$ cat config.mk
export PLATFORM = sky130hd
export DESIGN_NAME = wdt_top
export DESIGN_NICKNAME = d
export VERILOG_FILES = /design/src/wdt_pkg.sv /design/src/wdt_tick.sv /design/src/wdt_top.sv
export VERILOG_INCLUDE_DIRS = /design/src
export SDC_FILE = /design/constraint.sdc
export NUM_CORES = 1
export LEC_CHECK = 0
export BUFFER_PORTS_ARGS = -buffer_cell sky130_fd_sc_hd__buf_2
export CELL_PAD_IN_SITES_DETAIL_PLACEMENT = 1
export CELL_PAD_IN_SITES_GLOBAL_PLACEMENT = 1
export CORE_MARGIN = 5
export CORE_UTILIZATION = 45
export CTS_CLUSTER_DIAMETER = 150
export DETAILED_ROUTE_END_ITERATION = 10
export PLACE_DENSITY_LB_ADDON = 0.2
export SLEW_MARGIN = 40
export SYNTH_ARGS = -nofsm -noshare
export SYNTH_HDL_FRONTEND = slang
export SYNTH_SLANG_ARGS = --single-unit
$ cat constraint.sdc
create_clock -name mclk -period 2.65 [get_ports mclk]
set_input_delay 0.53 -clock mclk [delete_from_list [all_inputs] [get_ports mclk]]
set_output_delay 0.53 -clock mclk [all_outputs]
set_load 0.05 [all_outputs]
$ cat src/wdt_regs.svh
`ifndef WDT_REGS_SVH
`define WDT_REGS_SVH

// i/o byte addresses
`define WDT_ADDR_W        16
`define WDT_ADDR_FIRST    16'h0067
`define WDT_ADDR_LAST     16'h006D
`define WDT_ADDR_RELOAD   16'h0067
`define WDT_ADDR_ENABLE   16'h0068
`define WDT_ADDR_EVSEL    16'h0069
`define WDT_ADDR_IVL_LO   16'h006A
`define WDT_ADDR_IVL_MID  16'h006B
`define WDT_ADDR_IVL_HI   16'h006C
`define WDT_ADDR_FLAG     16'h006D

// field positions
`define WDT_EN_BIT        6
`define WDT_SEL_MSB       7
`define WDT_SEL_LSB       4
`define WDT_FLAG_BIT      7

// reset values
`define WDT_IVL_RST       24'h00_0000
`define WDT_SEL_RST       4'h0
`define WDT_RDATA_RST     8'h00

// timing
`define WDT_CNT_W         24
`define WDT_CLK_NS        100
`define WDT_TICK_NS       30500
`define WDT_TICK_CYC      (`WDT_TICK_NS / `WDT_CLK_NS)
`define WDT_PHASE_W       9
`define WDT_NUM_IRQ       16

`endif

$ cat src/wdt_pkg.sv
package wdt_pkg;

  typedef enum logic [2:0] {
    WDT_IDLE    = 3'b001,
    WDT_RUN     = 3'b010,
    WDT_EXPIRED = 3'b100
  } wdt_state_t;

  typedef enum logic [3:0] {
    WDT_EV_BAD0  = 4'h0,
    WDT_EV_IRQ3  = 4'h1,
    WDT_EV_IRQ4  = 4'h2,
    WDT_EV_IRQ5  = 4'h3,
    WDT_EV_IRQ6  = 4'h4,
    WDT_EV_IRQ7  = 4'h5,
    WDT_EV_IRQ9  = 4'h6,
    WDT_EV_IRQ10 = 4'h7,
    WDT_EV_BAD8  = 4'h8,
    WDT_EV_IRQ12 = 4'h9,
    WDT_EV_IRQ14 = 4'hA,
    WDT_EV_IRQ15 = 4'hB,
    WDT_EV_NMI   = 4'hC,
    WDT_EV_SYSRST = 4'hD,
    WDT_EV_BADE  = 4'hE,
    WDT_EV_BADF  = 4'hF
  } wdt_event_t;

endpackage

$ cat src/wdt_tick.sv
`include "wdt_regs.svh"

module wdt_tick (
  // clock and reset
  input  wire logic mclk,
  input  wire logic rst_n,
  // control
  input  wire logic restart,
  input  wire logic run,
  // one-cycle tick every 30.5 us
  output logic      tick
);

  localparam logic [`WDT_PHASE_W-1:0] PH_END =
    `WDT_PHASE_W'(`WDT_TICK_CYC - 1);

  logic [`WDT_PHASE_W-1:0] phase_r;
  logic [`WDT_PHASE_W-1:0] phase_nxt;
  logic                    tick_r;
  logic                    tick_nxt;

  always_comb begin
    phase_nxt = phase_r;
    tick_nxt  = 1'b0;
    if (restart) begin
      phase_nxt = '0;
    end else if (run) begin
      tick_nxt  = (phase_r == PH_END);
      phase_nxt = (phase_r == PH_END) ? '0 : phase_r + 1'b1;
    end
  end

  always_ff @(posedge mclk or negedge rst_n) begin
    if (!rst_n) begin
      phase_r <= '0;
      tick_r  <= 1'b0;
    end else begin
      phase_r <= phase_nxt;
      tick_r  <= tick_nxt;
    end
  end

  assign tick = tick_r;

endmodule

$ cat src/wdt_top.sv
// How it works
// - 24-bit down counter, one step per 30.5us
// - intervals from one tick to full 2^24
// - registers decoded at i/o 0x67 through 0x6D
// - interval bytes at 0x6A, 0x6B, 0x6C
// - bit 6 of 0x68 enables the timer
// - any write to 0x67 while enabled reloads and restarts
// - expiry while enabled drives selected event
// - select codes map to listed irq lines
// - code C gives nmi, D gives reset
// - timeout flag at 0x6D bit 7, write-one-clear
`include "wdt_regs.svh"

module wdt_top (
  // clock and reset
  input  wire logic                   mclk,
  input  wire logic                   rst_n,
  // i/o port
  input  wire logic [`WDT_ADDR_W-1:0] io_addr,
  input  wire logic [7:0]             io_wdata,
  input  wire logic                   io_wr,
  input  wire logic                   io_rd,
  output logic      [7:0]             io_rdata,
  // timeout events
  output logic [`WDT_NUM_IRQ-1:0]     irq_out,
  output logic                        nmi_out,
  output logic                        sys_reset_out
);

  localparam logic [`WDT_CNT_W-1:0] CNT_ONE = `WDT_CNT_W'(1);

  // select code to one-hot irq number, nmi, reset
  function automatic logic [`WDT_NUM_IRQ+1:0] ev_map(
    input wdt_pkg::wdt_event_t sel
  );
    logic [`WDT_NUM_IRQ+1:0] v;
    v = '0;
    unique case (sel)
      wdt_pkg::WDT_EV_IRQ3:   v[2+3]  = 1'b1;
      wdt_pkg::WDT_EV_IRQ4:   v[2+4]  = 1'b1;
      wdt_pkg::WDT_EV_IRQ5:   v[2+5]  = 1'b1;
      wdt_pkg::WDT_EV_IRQ6:   v[2+6]  = 1'b1;
      wdt_pkg::WDT_EV_IRQ7:   v[2+7]  = 1'b1;
      wdt_pkg::WDT_EV_IRQ9:   v[2+9]  = 1'b1;
      wdt_pkg::WDT_EV_IRQ10:  v[2+10] = 1'b1;
      wdt_pkg::WDT_EV_IRQ12:  v[2+12] = 1'b1;
      wdt_pkg::WDT_EV_IRQ14:  v[2+14] = 1'b1;
      wdt_pkg::WDT_EV_IRQ15:  v[2+15] = 1'b1;
      wdt_pkg::WDT_EV_NMI:    v[1]    = 1'b1;
      wdt_pkg::WDT_EV_SYSRST: v[0]    = 1'b1;
      default:                v       = '0;
    endcase
    return v;
  endfunction

  // register and state
  wdt_pkg::wdt_state_t       state_r,  state_nxt;
  wdt_pkg::wdt_event_t       sel_r,    sel_nxt;
  logic [`WDT_CNT_W-1:0]     ivl_r,    ivl_nxt;
  logic [`WDT_CNT_W-1:0]     cnt_r,    cnt_nxt;
  logic                      en_r,     en_nxt;
  logic                      flag_r,   flag_nxt;
  logic [7:0]                rdata_r,  rdata_nxt;
  logic [`WDT_NUM_IRQ+1:0]   ev_r,     ev_nxt;
  logic                      in_range;
  logic                      wr;
  logic                      start;
  logic                      reload;
  logic                      expire;
  logic                      tick;

  always_comb begin
    in_range = (io_addr >= `WDT_ADDR_FIRST) &&
               (io_addr <= `WDT_ADDR_LAST);
    wr       = io_wr && in_range;
  end

  // register writes
  always_comb begin
    ivl_nxt = ivl_r;
    sel_nxt = sel_r;
    en_nxt  = en_r;
    if (wr) begin
      unique case (io_addr)
        `WDT_ADDR_ENABLE: en_nxt = io_wdata[`WDT_EN_BIT];
        `WDT_ADDR_EVSEL:
          sel_nxt = wdt_pkg::wdt_event_t'(
                      io_wdata[`WDT_SEL_MSB:`WDT_SEL_LSB]);
        `WDT_ADDR_IVL_LO:  ivl_nxt[7:0]   = io_wdata;
        `WDT_ADDR_IVL_MID: ivl_nxt[15:8]  = io_wdata;
        `WDT_ADDR_IVL_HI:  ivl_nxt[23:16] = io_wdata;
        default: ;
      endcase
    end
  end

  always_ff @(posedge mclk or negedge rst_n) begin
    if (!rst_n) begin
      ivl_r <= `WDT_IVL_RST;
      sel_r <= wdt_pkg::wdt_event_t'(`WDT_SEL_RST);
      en_r  <= 1'b0;
    end else begin
      ivl_r <= ivl_nxt;
      sel_r <= sel_nxt;
      en_r  <= en_nxt;
    end
  end

  wdt_tick u_tick (
    .mclk    (mclk),
    .rst_n   (rst_n),
    .restart (start || reload),
    .run     (state_r == wdt_pkg::WDT_RUN),
    .tick    (tick)
  );

  // countdown; a loaded zero wraps, giving 2^24 ticks
  always_comb begin
    start     = en_nxt && !en_r;
    reload    = wr && (io_addr == `WDT_ADDR_RELOAD) && en_r;
    expire    = 1'b0;
    state_nxt = state_r;
    cnt_nxt   = cnt_r;
    if (!en_nxt) begin
      state_nxt = wdt_pkg::WDT_IDLE;
    end else if (start || reload) begin
      state_nxt = wdt_pkg::WDT_RUN;
      cnt_nxt   = ivl_r;
    end else if (state_r == wdt_pkg::WDT_RUN && tick) begin
      cnt_nxt = cnt_r - CNT_ONE;
      if (cnt_r == CNT_ONE) begin
        expire    = 1'b1;
        state_nxt = wdt_pkg::WDT_EXPIRED;
      end
    end
    ev_nxt = (state_nxt == wdt_pkg::WDT_EXPIRED) ? ev_map(sel_r) : '0;
  end

  always_ff @(posedge mclk or negedge rst_n) begin
    if (!rst_n) begin
      state_r <= wdt_pkg::WDT_IDLE;
      cnt_r   <= '0;
      ev_r    <= '0;
    end else begin
      state_r <= state_nxt;
      cnt_r   <= cnt_nxt;
      ev_r    <= ev_nxt;
    end
  end

  // timeout flag and read port
  always_comb begin
    flag_nxt = flag_r;
    if (wr && io_addr == `WDT_ADDR_FLAG && io_wdata[`WDT_FLAG_BIT])
      flag_nxt = 1'b0;
    if (expire)
      flag_nxt = 1'b1;
    rdata_nxt = rdata_r;
    if (io_rd) begin
      rdata_nxt = `WDT_RDATA_RST;
      if (io_addr == `WDT_ADDR_FLAG)
        rdata_nxt[`WDT_FLAG_BIT] = flag_r;
    end
  end

  always_ff @(posedge mclk or negedge rst_n) begin
    if (!rst_n) begin
      flag_r  <= 1'b0;
      rdata_r <= `WDT_RDATA_RST;
    end else begin
      flag_r  <= flag_nxt;
      rdata_r <= rdata_nxt;
    end
  end

  assign io_rdata      = rdata_r;
  assign irq_out       = ev_r[`WDT_NUM_IRQ+1:2];
  assign nmi_out       = ev_r[1];
  assign sys_reset_out = ev_r[0];

  // checking helpers
  logic [`WDT_PHASE_W-1:0] gap_r;
  logic [`WDT_PHASE_W-1:0] gap_nxt;
  always_comb begin
    gap_nxt = (&gap_r) ? gap_r : gap_r + 1'b1;
    if (tick)
      gap_nxt = `WDT_PHASE_W'(1);
    if (start || reload)
      gap_nxt = '0;
  end
  always_ff @(posedge mclk or negedge rst_n) begin
    if (!rst_n)
      gap_r <= '0;
    else
      gap_r <= gap_nxt;
  end
endmodule

== Word-level counts from Yosys, hierarchy flattened ==
Index checks and enable logic that the tools add are counted.
Cells by class
  add/subtract/negate cells: 2
  magnitude comparators: 2
  equality and inequality tests: 23
  muxes and demuxes: 33
  reductions and logical operators: 18
Operator list (count)
  16-bit by 7-bit == test with 1-bit output (second input constant): 7
  24-bit two-way mux: 2
  9-bit two-way mux: 3
  24-bit by 1-bit == test with 1-bit output (second input constant): 1
  24-bit by 1-bit subtractor with 24-bit output (second input constant): 1
  1-bit two-way mux: 23
  4-bit == test (second input constant): 5
  18-bit two-way mux: 1
  4-bit by 3-bit == test with 1-bit output (second input constant): 4
  16-bit by 7-bit >= comparator with 1-bit output (second input constant): 1
  16-bit by 7-bit <= comparator with 1-bit output (second input constant): 1
  3-bit two-way mux: 4
  2-bit AND reduction: 5
  9-bit by 1-bit adder with 9-bit output (second input constant): 1
  9-bit == test (second input constant): 1
  4-bit by 2-bit == test with 1-bit output (second input constant): 2
  1-bit logical AND: 8
  2-bit nonzero test: 3
  4-bit by 1-bit == test with 1-bit output (second input constant): 1
  3-bit by 2-bit == test with 1-bit output (second input constant): 1
  3-bit == test (second input constant): 1
  1-bit logical NOT: 1
  1-bit logical OR: 1
Word-level totals
  bits in registers: 86
  bits of input ports: 28
  logic and storage cells: 90

== Logic depth before layout (Yosys ltp) ==
Gate-level depths: netlist (run 1).
  depth in word-level cells: 10
  depth in mapped cells: 8
  depth with buffers taken out: 6

== Hierarchy ==
Synthesis (run 1) repeated with hierarchy kept, for this count alone.
Second synthesis, totals
  cells, all modules: 426
  area, all modules: 4196.5 sq um
By module, submodules not included
  wdt_top: instances 1, cells an instance 364, area each 3611.0 sq um, sequential area each 1752.9 sq um
  wdt_tick: instances 1, cells an instance 62, area each 585.6 sq um, sequential area each 250.2 sq um

== Worst setup path before layout (run 1) ==
Ideal clock, no wire load.
  path kind: input -> register
  start: input port io_addr[4]
  end: register ivl_r[0]
  data arrival time: 2140 ps
  slack: 385 ps
  stages: 6
  buffers on the path: 1
  cell sequence: nor4bb_1 and3_1 buf_2 nand3_1 nor3b_2 mux2_2
On the way
  longest elaborated chain between the ends: 4
  elaborated cells between the ends (all ways): 6
  classes of those cells: order compare: 2; eq/ne: 1; reduce/logical: 3
Ends and longest elaborated chain
  start, declared: line wdt_top.sv:19  | input wire logic [`WDT_ADDR_W-1:0] io_addr,
  16-bit by 7-bit >= comparator with 1-bit output (no line) or 16-bit by 7-bit <= comparator with 1-bit output (tied branches)
  1-bit logical AND: line wdt_top.sv:73  | in_range = (io_addr >= `WDT_ADDR_FIRST) &&
  1-bit logical AND: line wdt_top.sv:75  | wr = io_wr && in_range;
  2-bit AND reduction (no line) (*)
  end signal, assigned: line wdt_top.sv:99  | ivl_r <= `WDT_IVL_RST;
  end signal, assigned: line wdt_top.sv:103  | ivl_r <= ivl_nxt;
  end, declared: line wdt_top.sv:59  | logic [`WDT_CNT_W-1:0] ivl_r, ivl_nxt;
Every way passes the cells marked *; elsewhere a longest branch is shown, timed or not.
A chain may end at the register's enable or synchronous reset.

== Worst setup path after layout (run 1) ==
  start: register cnt_r[18]
  end: register ev_r[7]
On the way
  longest elaborated chain between the ends: 7
Ends and longest elaborated chain
  start, declared: line wdt_top.sv:60  | logic [`WDT_CNT_W-1:0] cnt_r, cnt_nxt;
  start signal, assigned: line wdt_top.sv:146  | cnt_r <= cnt_nxt;
  24-bit by 1-bit == test with 1-bit output: line wdt_top.sv:131  | if (cnt_r == CNT_ONE) begin
  3-bit two-way mux: line wdt_top.sv:131
  3-bit two-way mux: line wdt_top.sv:129  | end else if (state_r == wdt_pkg::WDT_RUN && tick) begin
  3-bit two-way mux: line wdt_top.sv:126  | end else if (start || reload) begin
  3-bit two-way mux: line wdt_top.sv:124  | if (!en_nxt) begin
  3-bit == test: line wdt_top.sv:136  | ev_nxt = (state_nxt == wdt_pkg::WDT_EXPIRED) ? ev_map(sel_r) : '0;
  18-bit two-way mux: line wdt_top.sv:136
  net ev_nxt[7]: line wdt_top.sv:64  | logic [`WDT_NUM_IRQ+1:0] ev_r, ev_nxt;
  end signal, assigned: line wdt_top.sv:147  | ev_r <= ev_nxt;
  end, declared: line wdt_top.sv:64
The timed path passes the listed nets, and every way through them passes these cells.

==> run metrics, run 1 <==
CP Capture Type=register; largest net degree at the start of global routing=33; Yosys warnings=0; First DRT Iteration DRCs=102; Post-Synthesis Cells=about 430; TritonCTS Sinks=80; peak supply drop=0.238 mV; Starting Density=between 40% and 50%; ordered list of cells on the worst path=or4_4 > or3_1 > o31ai_4 > nand3_2 > nor4_1; H-tree depth=3; first-pass GRT wire length=19700 um; Overflow after GRT=0; Mapped Avg Cell Area=between 10 and 15 um2; clock transition at the registers of the reported paths=80 ps; Worst Skew=10.5 ps; filler instances=around 1.1k; post-synthesis async set-or-reset flop share=100%; status=finished clean; Max clock buf depth=2; worst path arrival time=between 2000 and 3000 ps; post-CTS setup buffers=0; PortBufs=40; period utilization=88.4%; GRT Total Usage=21.6%; # hold bufs at CTS=0; post-synthesis cell area=around 4300 um2; Final Hold Fails=0; Setup CP Type=reg2reg; Die ar.=between 10000 and 15000 um2; DRT Pass-1 Iters=4; WP buf/inv=0; Slowest-stage cell, CP=or4_4; vias per cell=5.88; CP required=slightly below 3000 ps; Worst Path Max Fanout=12; via count=between 3k and 4k; CTS tree=done; die span in y=between 100 and 150 um; Routed met1 length=between 5000 and 6000 um; routed len/inst=19.3 um; WL final=11900 um; Yosys cell types=55; register bit total from synthesis=80; Core ar.=9280 um2; Boundary Pins=54; WL met2=approximately 5700 um; diode count=0; CP peak stage delay=just under 600 ps; Post-synth EDFFs=0; family with the most delay on the worst path=simple AND/OR/NAND/NOR gates; unrepaired setup endpoints after global routing=no; layout cells sized above 1=25.7%; sequential area share after synthesis=a little under half; final setup TNS=0 ps; Final GP Congestion=slightly below 0.9; DRT antenna net count=0; Pwr Total=around 2.1 mW; Clock Latency Late Sink=350 ps; P per Cell Area=434 nW/um2; commonest non-fill, non-tap cells in the layout=dfrtp_1 (79), buf_2 (39), nor3_1 (32), nor2_1 (31), mux2_2 (31); post-route minimum period=~2300 ps; final setup vio count=0; CTS buffer count=9; cell area after layout=4920 um2; Most used DFF post-synth=dfrtp_1; Top Metal Used=met4; DRC=0; NumNets Final=513; post_cts resized=0; Final HPWL DP=approximately 8800 um; met3 WL=489 um; die width=~110 um; Fmax=0.427 GHz; vias in the first global route=about 3.7k; Leakage Power=2.22 nW; row cnt=35; commonest non-fill, non-tap cell in the layout=dfrtp_1; placed cell area=about 4800 um2; fin. max-slew vios=0; max_cap viols=0; Worst Hold Class=in2async; Clk Tree Root Cell=clkbuf_8; initial antenna violation count=0; startpoint types=register; Layout area overhead=13.9%
==> where the power goes <==
group / leakage, nW / switching, mW / total, mW / internal, mW
clock network: 0.0793 / 0.461 / 0.800 / 0.340
registers: 1.04 / 0.000170 / 1.22 / 1.22
logic: 1.10 / 0.0914 / 0.116 / 0.0249
==> per-stage QoR <==
step	setup WS [ps]	utilization (%)	hold slack [ps]	std cells
after global routing	148	53.0	129	615
final	306	53.0	109	615
after CTS	297	53.0	115	615
after detailed placement	205	51.3	490	599
after floorplan	385	-	234	437
after global placement	259	51.3	475	599
==> synthesized netlist by cell type, types with 2 or more instances <==
| cell | count | area (um2) |
|---|---|---|
| nor2_1 | 31 | 116 |
| nand4_1 | 6 | 37.5 |
| o21ai_0 | 6 | 30.0 |
| nand2b_1 | 6 | 37.5 |
| mux2i_1 | 21 | 210 |
| buf_4 | 13 | 97.6 |
| o22ai_1 | 24 | 150 |
| mux2_2 | 31 | 349 |
| nor3_1 | 32 | 160 |
| dfrtp_1 | 79 | 1980 |
| inv_1 | 13 | 48.8 |
| nor4bb_1 | 2 | 20.0 |
| a21oi_1 | 7 | 35.0 |
| or2_2 | 4 | 25.0 |
| nor4_1 | 16 | 100 |
| xor2_1 | 2 | 17.5 |
| o32ai_1 | 2 | 17.5 |
| and3_1 | 6 | 37.5 |
| buf_2 | 2 | 10.0 |
| a22oi_1 | 5 | 37.5 |
| nor4b_1 | 2 | 17.5 |
| o21a_1 | 3 | 22.5 |
| ha_1 | 4 | 50.1 |
| nor3b_1 | 2 | 15.0 |
| nand2_1 | 17 | 63.8 |
| or3_1 | 7 | 43.8 |
| nor2b_1 | 5 | 31.3 |
| o2bb2ai_1 | 17 | 149 |
| and4b_1 | 3 | 30.0 |
| nand3_1 | 15 | 75.1 |
| or4_1 | 2 | 15.0 |
| buf_6 | 2 | 22.5 |
| clkbuf_1 | 16 | 60.1 |
==> worst reg2reg max path: cells and delay by family (launching register included) <==
kind | cells | cell delay [ps]
and+or+nand+nor | 4 | 1550
DFF | 1 | 400
AOI/OAI and AO/OA | 1 | 300
==> layout make-up <==
cell class / instances / area, um2 / area share (%)
sequential: 80 / 2000 / 40.7
multi-input combinational: 310 / 2130 / 43.2
clock inverter: 5 / 33.8 / 0.686
timing repair buffer: 67 / 418 / 8.49
clock buffer: 11 / 131 / 2.67
tap: 129 / 161 / 3.28
inverter: 13 / 48.8 / 0.991
==> state kept, by name (all words and copies together), names as in the netlist <==
name            cells
cnt_r              24
sel_r               4
en_r                1
ivl_r              24
ev_r               12
u_tick.phase_r      9
flag_r              1
u_tick.tick         1
io_rdata            1
state_r             3
==> metal layers <==
metal	vias to the layer above	global-route usage, %
met5	-	0
met2	72	35.8
met3	20	2.81
li1	1676	-
met1	1851	28.8
met4	0	8.21
==> kinds of logic after synthesis <==
| family | share of synthesized area [%] |
|---|---|
| AND/OR/NAND/NOR | 21.2 |
| flip-flops | 46.3 |
| AO/OA/AOI/OAI | 12.3 |
| multiplexers | 12.9 |
| buffers and inverters | 5.61 |
| adder cells (fa/ha/maj) | 1.16 |
| XOR/XNOR | 0.405 |
| other | 0.0867 |
==> final timing paths <==
path | start | endpoint | slack [ps] | cells past startpoint
max | cnt_r[18] | ev_r[7] | 310 | 5
min | rst_n | io_rdata[7] | 110 | 1
max reg2reg | cnt_r[18] | ev_r[7] | 310 | 5
min reg2reg | state_r[0] | state_r[0] | 510 | 2
max in group asynchronous | rst_n | u_tick.tick | 1900 | 2
min in group mclk | io_rd | io_rdata[7] | 380 | 2
(Power assumes the default switching activity.)
==> inputs of run 2 (changes only) <==
Settings changed: CORE_UTILIZATION 45 to 41.
Clock period 2.65 ns to 1.9 ns, I/O delays scaled along.
==> run 2 against run 1 <==
The flow now finishes with violations (negative setup slack). Sequential power increased by 39%. Critical path type unchanged. Clock skew about the same. Setup slack got worse by 570 ps. Maximum frequency increased by 8.2%. Global-route usage decreased by 0.72 points. Sequential share of layout area decreased by 6.2 points. Worst hold slack improved by 120 ps. Highest routed layer unchanged. Core utilization increased by 3.3 points. Die area increased by 8.8%.
==> run metrics, run 2 (synthesis gave the netlist of run 1 again) <==
max_slew headroom=65.0%; worst path arrival time=2440 ps (was 2590 ps); Worst Path Max Fanout=8 (was 12); status=complete, but fails checks (was finished clean); First DRT Iteration DRCs=186 (was 102); period utilization=114% (was 88.4%); DRT Pass-1 Iters=4 (unchanged); Boundary Pins=54 (unchanged); routed len/inst=19.8 um (was 19.3 um); Layout area overhead=34.4% (was 13.9%); GRT Total Usage=20.9% (was 21.6%); P per Cell Area=564 nW/um2 (was 434 nW/um2); Worst R2R Start=cnt_r[19] (was cnt_r[18]); Die ar.=12700 um2 (was 11700 um2); hold path endpoint=io_rdata[7]; initial antenna violation count=0 (unchanged); vias per cell=5.66 (was 5.88); dpl ws=-415 ps (was 205 ps); Worst Skew=10.8 ps (was 10.5 ps); worst flop-to-flop path endpoint=ev_r[17] (was ev_r[7]); Clock Latency Late Sink=360 ps (was 350 ps); Final WS setup=-266 ps (was 306 ps); Placed Cells=654 (was 599); diode count=0 (unchanged); Clk Tree Root Cell=clkbuf_8 (unchanged); CTS tree=done (unchanged); Setup CP Type=reg2reg (unchanged); failing checks=negative setup slack; vias in the first global route=4147 (was 3746); PortBufs=40 (unchanged); CTS buffer count=9 (unchanged); Leakage Power=2.65 nW (was 2.22 nW); Slew @ Worst Pin=between 500 and 600 ps; Fmax=0.462 GHz (was 0.427 GHz); placed cell area=5310 um2 (was 4760 um2); Hold WS=230 ps (was 109 ps); NumNets Final=568 (was 513); via count=3829 (was 3619); reg2reg path depth=6 (was 5); startpoint types=register (unchanged); Starting Density=41.9% (was 46.6%); largest net degree at the start of global routing=54 (was 33); post-layout utilization of the core=56.3% (was 53.0%); die span in y=113 um (was 108 um); Core ar.=10300 um2 (was 9280 um2); Final HPWL DP=9480 um (was 8760 um); CP required=2170 ps (was 2900 ps); TritonCTS Sinks=80 (unchanged); WL final=13400 um (was 11900 um); CP startpoint=cnt_r[19] (was cnt_r[18]); max_cap viols=0 (unchanged); commonest non-fill, non-tap cells in the layout=dfrtp_1 (79), buf_4 (72), buf_2 (39), nor2_1 (30), o22ai_1 (24) (was dfrtp_1 (79), buf_2 (39), nor3_1 (32), nor2_1 (31), mux2_2 (31)); CP Capture Type=register (unchanged); H-tree depth=3 (unchanged); peak supply drop=0.280 mV (was 0.238 mV); Final GP Congestion=0.884 (was 0.893); R2R setup slack=-270 ps (was 310 ps); Worst Hold Class=in2reg (was in2async); biggest regs=cnt_r: 24 flops, ivl_r: 24 flops, ev_r: 12 flops (unchanged); commonest non-fill, non-tap cell in the layout=dfrtp_1 (unchanged); Hold Startpoint=io_rd; post-route minimum period=2170 ps (was 2340 ps); unrepaired setup endpoints after global routing=yes (was no); Overflow after GRT=0 (unchanged); row cnt=37 (was 35); final setup vio count=19 (was 0); DRC=0 (unchanged); die width=113 um (was 108 um); first-pass GRT wire length=21200 um (was 19700 um); cell area after layout=5810 um2 (was 4920 um2); layout cells sized above 1=39.6% (was 25.7%); Hold Crit Depth=2; Max clock buf depth=2 (unchanged); Final Hold Fails=0 (unchanged); clock transition at the registers of the reported paths=80 ps (about the same); post-route non-filler standard cell count=677 (was 615); fin. max-slew vios=0 (unchanged); DRT antenna net count=0 (unchanged)
==> run 2: cell count changes in the layout (fill, tap and decap cells not counted), moves of 10 or more <==
cell	change
nor4_1	-10
nor3_2	+10
buf_4	+45
nor3_1	-14
==> run 2: final cells by class <==
cell class              instances  area [um2]
fillers                      1128        4510
multi-input cells             310        2480
flip-flops and latches         80        2000
repair buffers                122         893
clock buffers                  14         183
well taps                     136         170
inverters                      13        48.8
clock inverters                 2        35.0
==> run 2: how the worst max path moves through the flow <==
stage          cells after the start  slack, ps         end
2_1_floorplan                      6       -210  state_r[2]
3_3_place_gp                       5       -310      flag_r
3_5_place_dp                       5       -410      flag_r
4_1_cts                            5       -230      flag_r
5_1_grt                            6       -330     ev_r[9]
6_report                           6       -270    ev_r[17]
==> run 2: repair_timing <==
action / CTS / global route
endpoints found under the setup margin: 21 / 33
hold buffers: 1 / 0
setup buffers: 0 / 5
resized for setup: 15 / 23
endpoints found under the hold margin: 26 / 0
gates cloned: 0 / 1
pin swaps: 8 / 4
==> run 2: routing by layer <==
layer	GRT usage, %	wire length (um)
met1	26.8	5830
met4	8.25	300
met3	2.67	381
met2	35.7	6860
met5	0	0
==> run 2: report_power, final <==
group          internal [mW]  total (mW)  switching [mW]
sequential              1.70        1.70        0.000262
combinational         0.0519       0.191           0.139
clock                  0.751        1.38           0.632
==> run 2: critical path, stage by stage (launching register included) <==
cell and delay [ps]:
dfrtp_1 380, or4_4 540, or3_4 380, o31ai_4 230, nand3_4 230, buf_6 200
nor3_4 120
==> run 2: through the flow <==
step | total power [mW] | setup TNS [ps]
6_report | 3.27 | -3530
5_1_grt | 3.40 | -4970
4_1_cts | 3.30 | -3220
3_5_place_dp | 1.93 | -15330
3_3_place_gp | 1.92 | -12330
2_1_floorplan | 1.83 | -3000
